### src/rtl/nas_pkg.sv
// Shared constants and types for the nibble ALU status-flag block
package nas_pkg;

	// APB and nibble datapath geometry
	localparam int NAS_ADDR_W = 12;
	localparam int NAS_DATA_W = 32;
	localparam int NAS_NIB_W = 4;

	// Register byte addresses
	localparam logic [NAS_ADDR_W-1:0] NAS_ADDR_PSW = 12'h000;
	localparam logic [NAS_ADDR_W-1:0] NAS_ADDR_CMD = 12'h004;
	localparam logic [NAS_ADDR_W-1:0] NAS_ADDR_STAT = 12'h008;

	// Program status word bit positions
	localparam int NAS_PSW_ZERO = 0;
	localparam int NAS_PSW_CARRY = 1;
	localparam int NAS_PSW_NOSTORE = 2;
	localparam int NAS_PSW_DECIMAL = 3;
	localparam logic [NAS_NIB_W-1:0] NAS_PSW_RST = 4'h0;

	// Command register fields
	localparam int NAS_CMD_A_LSB = 0;
	localparam int NAS_CMD_B_LSB = 4;
	localparam int NAS_CMD_OP_LSB = 8;

	// Status register fields
	localparam int NAS_STAT_RES_LSB = 0;
	localparam int NAS_STAT_STORED = 4;
	localparam int NAS_STAT_SKIP = 5;
	localparam int NAS_STAT_BUSY = 6;

	localparam logic [NAS_NIB_W-1:0] NAS_NIB_ZERO = 4'h0;
	localparam logic [NAS_DATA_W-1:0] NAS_WORD_ZERO = 32'h0000_0000;

	// Decimal correction constants
	localparam logic [4:0] NAS_DEC_TEN = 5'h0a;
	localparam logic [4:0] NAS_DEC_TWENTY = 5'h14;
	localparam logic [4:0] NAS_DEC_MINUS_TEN = 5'h16;
	localparam logic [3:0] NAS_DEC_TEN_NIB = 4'ha;
	localparam logic [1:0] NAS_DEC_HI_PAD = 2'h3;
	localparam logic [1:0] NAS_DEC_ALT_PAD = 2'h2;
	localparam logic [1:0] NAS_DEC_SKEW = 2'h2;
	localparam logic [1:0] NAS_DEC_ALT_SEL = 2'h3;

	typedef enum logic [3:0] {
		NAS_OP_ADD = 4'h0,
		NAS_OP_ADD_WITH_CARRY = 4'h1,
		NAS_OP_SUB = 4'h2,
		NAS_OP_SUBTRACT_WITH_BORROW = 4'h3,
		NAS_OP_OR = 4'h4,
		NAS_OP_AND = 4'h5,
		NAS_OP_XOR = 4'h6,
		NAS_OP_SKIP_IF_BITS_TRUE = 4'h7,
		NAS_OP_SKIP_IF_BITS_FALSE = 4'h8,
		NAS_OP_SKIP_EQ = 4'h9,
		NAS_OP_SKIP_NE = 4'ha,
		NAS_OP_SKIP_GE = 4'hb,
		NAS_OP_SKIP_LT = 4'hc,
		NAS_OP_ROTATE_RIGHT_THROUGH_CARRY = 4'hd,
		NAS_OP_NOP_E = 4'he,
		NAS_OP_NOP_F = 4'hf
	} nas_op_e;

	typedef enum logic [1:0] {
		NAS_ST_IDLE = 2'b01,
		NAS_ST_EXEC = 2'b10
	} nas_state_e;

endpackage

### src/rtl/nas_bin_adder.sv
// Raw 5-bit adder/subtractor with carry or borrow injected at bit 0
module nas_bin_adder
	import nas_pkg::*;
(
	input wire logic [NAS_NIB_W-1:0] a_i,
	input wire logic [NAS_NIB_W-1:0] b_i,
	input wire logic carry_in_i,
	input wire logic sub_i,
	output logic [4:0] raw_o
);
	// Subtraction result is two's complement; bit 4 is the borrow
	always_comb
	begin
		if (sub_i)
			raw_o = {1'b0, a_i} - {1'b0, b_i} - {4'h0, carry_in_i};
		else
			raw_o = {1'b0, a_i} + {1'b0, b_i} + {4'h0, carry_in_i};
	end
endmodule

### src/rtl/nas_dec_adjust.sv
// Decimal correction of a raw 5-bit sum or difference
module nas_dec_adjust
	import nas_pkg::*;
(
	input wire logic [4:0] raw_i,
	input wire logic sub_i,
	output logic [NAS_NIB_W-1:0] digit_o,
	output logic carry_o
);
	logic [4:0] less_ten;
	logic [3:0] odd_digit;

	always_comb
	begin
		less_ten = raw_i - NAS_DEC_TEN;
		// Out-of-range results land at 1010B or above, never a legal digit
		if (!sub_i && raw_i[3:2] == NAS_DEC_ALT_SEL && !raw_i[1])
			odd_digit = {NAS_DEC_ALT_PAD, raw_i[1:0] + NAS_DEC_SKEW};
		else
			odd_digit = {NAS_DEC_HI_PAD, raw_i[1:0] + NAS_DEC_SKEW};
		carry_o = 1'b1;
		digit_o = odd_digit;
		if (!sub_i)
		begin
			if (raw_i < NAS_DEC_TEN)
			begin
				carry_o = 1'b0;
				digit_o = raw_i[3:0];
			end
			else if (raw_i < NAS_DEC_TWENTY)
				digit_o = less_ten[3:0];
		end
		else
		begin
			if (!raw_i[4] && raw_i < NAS_DEC_TEN)
			begin
				carry_o = 1'b0;
				digit_o = raw_i[3:0];
			end
			else if (raw_i[4] && raw_i >= NAS_DEC_MINUS_TEN)
				digit_o = raw_i[3:0] + NAS_DEC_TEN_NIB;
		end
	end
endmodule

### src/rtl/nas_core.sv
// Nibble ALU with status flags, operand latches and an APB register port
//
// Functional notes
// - No-store clear: zero set on 0000B, else cleared
// - No-store set: zero kept on 0000B, else cleared
// - Only arithmetic changes the zero flag
// - Arithmetic sets carry on carry/borrow, else clears
// - Carry-using ops inject carry at bit 0
// - Rotate right: carry into b3, b0 into carry
// - Only arithmetic and rotation change carry
// - No-store set: arithmetic result not written back
// - Bit tests clear the no-store flag
// - No-store ignored by compare, logic, rotate
// - Decimal flag selects decimal-corrected arithmetic
// - Decimal flag ignored by non-arithmetic ops
// - Flags are the status word bits themselves
// - Operands latched into temp A and B first
// - Decimal out-of-range results store 1010B or above
// - Decimal correction follows the tabulated mapping
module nas_core
	import nas_pkg::*;
(
	input wire logic sys_clk_i,
	input wire logic resetn_i,
	input wire logic psel_i,
	input wire logic penable_i,
	input wire logic pwrite_i,
	input wire logic [nas_pkg::NAS_ADDR_W-1:0] paddr_i,
	input wire logic [nas_pkg::NAS_DATA_W-1:0] pwdata_i,
	output logic [nas_pkg::NAS_DATA_W-1:0] prdata_o,
	output logic pready_o,
	output logic pslverr_o,
	output logic [nas_pkg::NAS_NIB_W-1:0] psw_o,
	output logic wb_en_o,
	output logic [nas_pkg::NAS_NIB_W-1:0] wb_data_o,
	output logic skip_o,
	output logic done_o
);
	import nas_pkg::*;

	typedef struct packed {
		nas_state_e state;
		logic [NAS_NIB_W-1:0] psw;
		logic [NAS_NIB_W-1:0] tmp_a;
		logic [NAS_NIB_W-1:0] tmp_b;
		nas_op_e op;
		logic [NAS_NIB_W-1:0] result;
		logic stored;
		logic skip;
		logic wb_en;
		logic skip_p;
		logic done;
		logic [NAS_DATA_W-1:0] prdata;
		logic pready;
		logic pslverr;
	} nas_core_s;

	localparam nas_core_s NAS_CORE_RST = '{
		state: NAS_ST_IDLE,
		psw: NAS_PSW_RST,
		tmp_a: NAS_NIB_ZERO,
		tmp_b: NAS_NIB_ZERO,
		op: NAS_OP_NOP_F,
		result: NAS_NIB_ZERO,
		stored: 1'b0,
		skip: 1'b0,
		wb_en: 1'b0,
		skip_p: 1'b0,
		done: 1'b0,
		prdata: NAS_WORD_ZERO,
		pready: 1'b0,
		pslverr: 1'b0
	};

	nas_core_s cur_ff;
	nas_core_s nxt_core;

	logic is_arith;
	logic is_sub;
	logic uses_carry;
	logic carry_in;
	logic [4:0] raw;
	logic [NAS_NIB_W-1:0] dec_digit;
	logic dec_carry;
	logic [NAS_NIB_W-1:0] ar_digit;
	logic ar_carry;
	logic [4:0] cmp_diff;
	logic [NAS_NIB_W-1:0] masked;
	logic setup;
	logic access;
	logic busy;
	logic wr_refused;

	// Arithmetic class decode
	always_comb
	begin
		is_arith = 1'b0;
		is_sub = 1'b0;
		uses_carry = 1'b0;
		unique case (cur_ff.op)
			NAS_OP_ADD:
				is_arith = 1'b1;
			NAS_OP_ADD_WITH_CARRY:
			begin
				is_arith = 1'b1;
				uses_carry = 1'b1;
			end
			NAS_OP_SUB:
			begin
				is_arith = 1'b1;
				is_sub = 1'b1;
			end
			NAS_OP_SUBTRACT_WITH_BORROW:
			begin
				is_arith = 1'b1;
				is_sub = 1'b1;
				uses_carry = 1'b1;
			end
			default:
				is_arith = 1'b0;
		endcase
	end

	assign carry_in = uses_carry & cur_ff.psw[NAS_PSW_CARRY];

	nas_bin_adder u_adder (
		.a_i(cur_ff.tmp_a),
		.b_i(cur_ff.tmp_b),
		.carry_in_i(carry_in),
		.sub_i(is_sub),
		.raw_o(raw)
	);

	nas_dec_adjust u_dec (
		.raw_i(raw),
		.sub_i(is_sub),
		.digit_o(dec_digit),
		.carry_o(dec_carry)
	);

	// Decimal path only for arithmetic; other classes never look at it
	always_comb
	begin
		if (cur_ff.psw[NAS_PSW_DECIMAL])
		begin
			ar_digit = dec_digit;
			ar_carry = dec_carry;
		end
		else
		begin
			ar_digit = raw[3:0];
			ar_carry = raw[4];
		end
	end

	// Comparison is always plain binary and never uses the carry flag
	assign cmp_diff = {1'b0, cur_ff.tmp_a} - {1'b0, cur_ff.tmp_b};
	assign masked = cur_ff.tmp_a & cur_ff.tmp_b;

	assign setup = psel_i & ~penable_i;
	assign access = psel_i & penable_i & cur_ff.pready;
	assign busy = (cur_ff.state == NAS_ST_EXEC);
	// A command arriving while one is in flight would corrupt the latches
	assign wr_refused = pwrite_i & (paddr_i == NAS_ADDR_CMD) & busy;

	always_comb
	begin
		nxt_core = cur_ff;
		nxt_core.wb_en = 1'b0;
		nxt_core.skip_p = 1'b0;
		nxt_core.done = 1'b0;

		// Bus setup: decide the answer one cycle ahead, zero wait states
		if (setup)
		begin
			nxt_core.pready = 1'b1;
			nxt_core.pslverr = wr_refused;
			nxt_core.prdata = NAS_WORD_ZERO;
			unique case (paddr_i)
				NAS_ADDR_PSW:
					nxt_core.prdata[NAS_NIB_W-1:0] = cur_ff.psw;
				NAS_ADDR_CMD:
				begin
					nxt_core.prdata[NAS_CMD_A_LSB +: NAS_NIB_W] = cur_ff.tmp_a;
					nxt_core.prdata[NAS_CMD_B_LSB +: NAS_NIB_W] = cur_ff.tmp_b;
					nxt_core.prdata[NAS_CMD_OP_LSB +: NAS_NIB_W] = cur_ff.op;
				end
				NAS_ADDR_STAT:
				begin
					nxt_core.prdata[NAS_STAT_RES_LSB +: NAS_NIB_W] = cur_ff.result;
					nxt_core.prdata[NAS_STAT_STORED] = cur_ff.stored;
					nxt_core.prdata[NAS_STAT_SKIP] = cur_ff.skip;
					nxt_core.prdata[NAS_STAT_BUSY] = busy;
				end
				default:
					nxt_core.pslverr = 1'b1;
			endcase
		end

		// Access edge: the only edge where a write takes effect
		if (access)
		begin
			nxt_core.pready = 1'b0;
			nxt_core.pslverr = 1'b0;
			if (pwrite_i && !cur_ff.pslverr)
			begin
				if (paddr_i == NAS_ADDR_PSW)
					nxt_core.psw = pwdata_i[NAS_NIB_W-1:0];
				else if (paddr_i == NAS_ADDR_CMD)
				begin
					nxt_core.tmp_a = pwdata_i[NAS_CMD_A_LSB +: NAS_NIB_W];
					nxt_core.tmp_b = pwdata_i[NAS_CMD_B_LSB +: NAS_NIB_W];
					nxt_core.op = nas_op_e'(pwdata_i[NAS_CMD_OP_LSB +: NAS_NIB_W]);
					nxt_core.state = NAS_ST_EXEC;
				end
			end
		end

		// Execute from the latched operands; flag updates win over a
		// software status-word write landing on the same edge
		if (busy)
		begin
			nxt_core.state = NAS_ST_IDLE;
			nxt_core.done = 1'b1;
			nxt_core.stored = 1'b0;
			nxt_core.skip = 1'b0;
			if (is_arith)
			begin
				nxt_core.result = ar_digit;
				nxt_core.psw[NAS_PSW_CARRY] = ar_carry;
				if (ar_digit != NAS_NIB_ZERO)
					nxt_core.psw[NAS_PSW_ZERO] = 1'b0;
				else if (!cur_ff.psw[NAS_PSW_NOSTORE])
					nxt_core.psw[NAS_PSW_ZERO] = 1'b1;
				else
					nxt_core.psw[NAS_PSW_ZERO] = cur_ff.psw[NAS_PSW_ZERO];
				nxt_core.stored = ~cur_ff.psw[NAS_PSW_NOSTORE];
			end
			else
			begin
				// Zero flag kept here; no-store has no say in these classes
				unique case (cur_ff.op)
					NAS_OP_OR:
					begin
						nxt_core.result = cur_ff.tmp_a | cur_ff.tmp_b;
						nxt_core.stored = 1'b1;
					end
					NAS_OP_AND:
					begin
						nxt_core.result = masked;
						nxt_core.stored = 1'b1;
					end
					NAS_OP_XOR:
					begin
						nxt_core.result = cur_ff.tmp_a ^ cur_ff.tmp_b;
						nxt_core.stored = 1'b1;
					end
					NAS_OP_SKIP_IF_BITS_TRUE:
					begin
						nxt_core.psw[NAS_PSW_NOSTORE] = 1'b0;
						nxt_core.skip = (masked == cur_ff.tmp_b);
					end
					NAS_OP_SKIP_IF_BITS_FALSE:
					begin
						nxt_core.psw[NAS_PSW_NOSTORE] = 1'b0;
						nxt_core.skip = (masked == NAS_NIB_ZERO);
					end
					NAS_OP_SKIP_EQ:
						nxt_core.skip = (cmp_diff[3:0] == NAS_NIB_ZERO);
					NAS_OP_SKIP_NE:
						nxt_core.skip = (cmp_diff[3:0] != NAS_NIB_ZERO);
					NAS_OP_SKIP_GE:
						nxt_core.skip = ~cmp_diff[4];
					NAS_OP_SKIP_LT:
						nxt_core.skip = cmp_diff[4];
					NAS_OP_ROTATE_RIGHT_THROUGH_CARRY:
					begin
						nxt_core.result = {cur_ff.psw[NAS_PSW_CARRY], cur_ff.tmp_a[3:1]};
						nxt_core.psw[NAS_PSW_CARRY] = cur_ff.tmp_a[0];
						nxt_core.stored = 1'b1;
					end
					default:
						nxt_core.stored = 1'b0;
				endcase
			end
			nxt_core.wb_en = nxt_core.stored;
			nxt_core.skip_p = nxt_core.skip;
		end
	end

	always_ff @(posedge sys_clk_i or negedge resetn_i)
	begin
		if (!resetn_i)
			cur_ff <= NAS_CORE_RST;
		else
			cur_ff <= nxt_core;
	end

	assign prdata_o = cur_ff.prdata;
	assign pready_o = cur_ff.pready;
	assign pslverr_o = cur_ff.pslverr;
	assign psw_o = cur_ff.psw;
	assign wb_en_o = cur_ff.wb_en;
	assign wb_data_o = cur_ff.result;
	assign skip_o = cur_ff.skip_p;
	assign done_o = cur_ff.done;
endmodule

### config.mk
export PLATFORM = sky130hd
export DESIGN_NAME = nas_core
export DESIGN_NICKNAME = d
export VERILOG_FILES = /design/src/rtl/nas_pkg.sv /design/src/rtl/nas_bin_adder.sv /design/src/rtl/nas_dec_adjust.sv /design/src/rtl/nas_core.sv
export SDC_FILE = /design/constraint.sdc
export NUM_CORES = 1
export LEC_CHECK = 0
export ABC_AREA = 1
export BUFFER_PORTS_ARGS = -buffer_cell sky130_fd_sc_hd__buf_2
export CAP_MARGIN = 5
export CORE_UTILIZATION = 40
export DETAILED_ROUTE_END_ITERATION = 6
export HOLD_SLACK_MARGIN = 0.1
export PLACE_DENSITY = 0.67
export SLEW_MARGIN = 20
export SYNTH_ARGS = -nofsm -noshare
export SYNTH_HDL_FRONTEND = slang
export SYNTH_SLANG_ARGS = --single-unit
### constraint.sdc
create_clock -name sys_clk_i -period 3.3 [get_ports sys_clk_i]
set_input_delay 0.825 -clock sys_clk_i [delete_from_list [all_inputs] [get_ports sys_clk_i]]
set_output_delay 0.825 -clock sys_clk_i [all_outputs]
set_load 0.01 [all_outputs]
==> out/qor.yml <==
floorplanning:
  core_mm2: 0.007727
  rows: 32
  fp.dieH_um: 91.26
  dieArea_mm2: 0.008328
  ioPinCount: 94
  fp.dieW_um: 91.26
  start_util_pct: 41.24
grt:
  grt_pass1_wl_um: 12500
  grt_usage_pct: 18.56
  use_met2_pct: 30.49
  grt_overflow_total: 0
  antenna_found_initial: 0
  met1_usage_pct: 25.17
  busiest_layer: "met2"
  grt_util_met3_pct: 2.680
  grt_max_degree: 42
  grt_pass1_vias: 2632
logic_synthesis:
  ys_seq_elements: 41
  syn-mean-instance-area_um2: 7.394
  synth_area_leaders: "dfrtp_1 28%, nand2_1 10%, buf_4 9.4%, ha_1 7.9%, inv_1 6.6%"
  synth_top_area_share_pct: 28.27
  syn_inst: 431
  synth_top_cell_by_area: "dfrtp_1"
  synth-seq-area-share_pct: 32.39
  ys_types: 39
  netlist_area_mm2: 0.003187
  yosys_warnings: 0
pwr:
  p_leak_nw: 1.851
  ir_drop_mv: 0.1467
  power_w: 0.0009050
  power_density_mw_per_mm2: 254.8
finish:
  n_antenna_cell: 0
  fillers: 802
  stdcell_count: 581
  multi_input_area_mm2: 0.001695
  final_nets: 550
  drive_above_1_share_pct: 22.96
  regArea_mm2: 0.001032
  area.growth.synth_to_final_pct: 11.46
drt:
  post_drt_via_cell_ratio: 5.081
  drtAntennaViolNets: 0
  drcViolationCount: 0
  drtPass1Iterations: 5
  wl_per_cell_um: 13.24
  postRouteWirelength_um: 7693
  drt-initial-drc-count: 291
  num_vias: 2952
timing:
  hold_violations: 0
  clock.fmax_ghz: 0.3178
  final-setup-viol-count: 0
  finalCritPeriodShare_pct: 95.36
  layout_setup_ws_ns: 0.1530
  finClkSkew_ns: 0.005709
  worst_slew_pin_slew_ns: 0.9117
  rsz0062_at_grt: "yes"
  slew_headroom_pct: 39.22
  slew_violations: 0
  fin_crit_ns: 3.147
setup_path:
  critPathKind: "flop to flop"
  arrival_ns: 3.33
  critPathLaunchType: "flop"
  worstSetupEndpointType: "flop"
  timing.rr.start: "cur_ff[46]$_DFFE_PN1P_"
  r2r_slack_ns: 0.15
  reg2reg_to: "wb_data_o[3]$_DFFE_PN0P_"
  critPathMaxFanout: 4
  required_ns: 3.48
  reg2reg_depth: 20
clock_tree:
  cts_buffers: 5
  clkLatencyLatePin_ns: 0.29
  h-tree-depth: 2
  path_clk_slew_ns: 0.08
  cts.sinks: 41
  cts_tree: "built"
  clk_path_buf_depth: 2
  cts-root-buf: "clkbuf_8"
placed_design:
  post-place-ws_ns: 0.0001157
  dp.final_hpwl_um: 6147
  io_buffers: 53
  gp_congestion: 0.9218
  dpl.cell_count: 570
hold_path:
  holdCritPathClass: "flop to flop"
  hp-start: "cur_ff[59]$_DFFE_PN1P_"
  holdPathStages: 2
  hold_end: "cur_ff[59]$_DFFE_PN1P_"
run_status:
  status: "finished clean"
run:
  drv_cap: 0
[final cells by class]
cell class | instances | area share (%)
clock buffer | 5 | 1.937
clock inverter | 3 | 0.4931
inverter | 62 | 6.763
multi-input combinational | 301 | 47.73
timing repair buffer | 67 | 10.43
sequential | 41 | 29.06
tap | 102 | 3.593
[sequential cells by signal, summed over array words and instances, names as in the netlist]
signal and cells:
cur_ff 16, prdata_o 12, psw_o 4, wb_data_o 4, done_o 1, pready_o 1
pslverr_o 1, skip_o 1, wb_en_o 1
[repair_timing]
item / CTS / global route
endpoints found under the setup margin: 2 / 4
pin swaps: 0 / 8
hold buffers: 0 / 0
resized for setup: 1 / 10
buffers inserted: 0 / 3
[worst max-delay path, cell delays in order, from the launching register on]
cell	delay [ns]
dfstp_2	0.39
nor2_4	0.13
inv_2	0.06
nor3_4	0.21
inv_2	0.06
fa_2	0.40
fa_1	0.47
or2_1	0.24
o21ai_2	0.08
inv_2	0.07
ha_4	0.16
inv_2	0.04
nand3_2	0.07
nand2_2	0.09
nand2_2	0.08
nand2_1	0.08
nand2_1	0.06
a21oi_2	0.14
nand2_1	0.08
nand2_1	0.07
o21ai_1	0.06
[where the power goes]
group,leakage [nW],internal (W),switching [W],total [W]
Combinational,1.32,0.0000244,0.0000451,0.0000695
Clock,0.0439,0.000146,0.000176,0.000322
Sequential,0.487,0.000510,0.00000375,0.000513
Total,1.85,0.000680,0.000225,0.000905
[Yosys cell counts (all sizes together)]
master / number
o21ai: 35
nor3: 7
a311oi: 1
o211ai: 1
nand2: 95
fa: 3
nor2: 35
dfstp: 5
buf: 41
clkbuf: 5
dfrtp: 36
nor4: 2
nand3: 28
or2: 2
o31ai: 6
a221oi: 1
a31oi: 1
xnor2: 1
nand4: 9
o22ai: 12
conb: 1
o221ai: 4
a21oi: 15
inv: 62
o21a: 3
ha: 20
[how the worst max path moves through the flow]
stage	startpoint	to	cells past startpoint
floorplan	cur_ff[45]$_DFFE_PN1P_	wb_data_o[2]$_DFFE_PN0P_	20
global placement	cur_ff[43]$_DFFE_PN1P_	wb_data_o[2]$_DFFE_PN0P_	19
detailed placement	cur_ff[43]$_DFFE_PN1P_	wb_data_o[3]$_DFFE_PN0P_	19
CTS	cur_ff[43]$_DFFE_PN1P_	wb_data_o[3]$_DFFE_PN0P_	19
global route	cur_ff[46]$_DFFE_PN1P_	wb_data_o[3]$_DFFE_PN0P_	19
finish	cur_ff[46]$_DFFE_PN1P_	wb_data_o[3]$_DFFE_PN0P_	20
[through the flow]
stage           TNS, ns  area (um^2)  hold slack (ns)  utilization (%)
6_report              0         3552           0.4710            45.97
5_1_grt        -0.04162         3552           0.4949            45.97
4_1_cts               0         3501           0.4730            45.30
3_5_place_dp          0         3410           0.4612            44.12
3_3_place_gp          0         3410           0.4531            44.12
2_1_floorplan         0         3258           0.4439                -
[logic make-up (layout without fill, tap and decap cells)]
family	count (synthesis)	count (layout)	share of synthesized area [%]
other	1	20	0.1177
DFF	41	41	32.39
AOI/OAI and AO/OA	79	79	15.23
and+or+nand+nor	178	178	24.54
buffers and inverters	108	137	17.71
xor gates and xnor gates	1	1	0.2749
adders and majority gates	23	23	9.737
[metal layers]
| metal | vias to the layer above | part of all wire (%) |
|---|---|---|
| met3 | 17 | 5.0 |
| met5 | - | 0 |
| li1 | 1443 | - |
| met1 | 1371 | 46 |
| met4 | 0 | 2.1 |
| met2 | 121 | 47 |
[layout by cell type, fill, tap and decap left out, types with 2 or more instances in the layout]
master,instances
nand2_2,6
ha_1,19
a21oi_1,13
o21ai_0,27
inv_1,52
o22ai_1,12
dfrtp_1,36
clkbuf_8,5
buf_4,14
buf_2,53
nor4_1,2
o21ai_1,5
nand2_1,88
o21ai_2,3
dfstp_2,5
nand3_2,2
fa_1,2
conb_1,20
nor2_2,2
clkinv_2,2
inv_2,9
o221ai_1,4
o31ai_1,6
nor2_1,32
nand3_1,26
nand4_1,9
o21a_1,3
nor3_1,6
(Power assumes the default switching activity.)
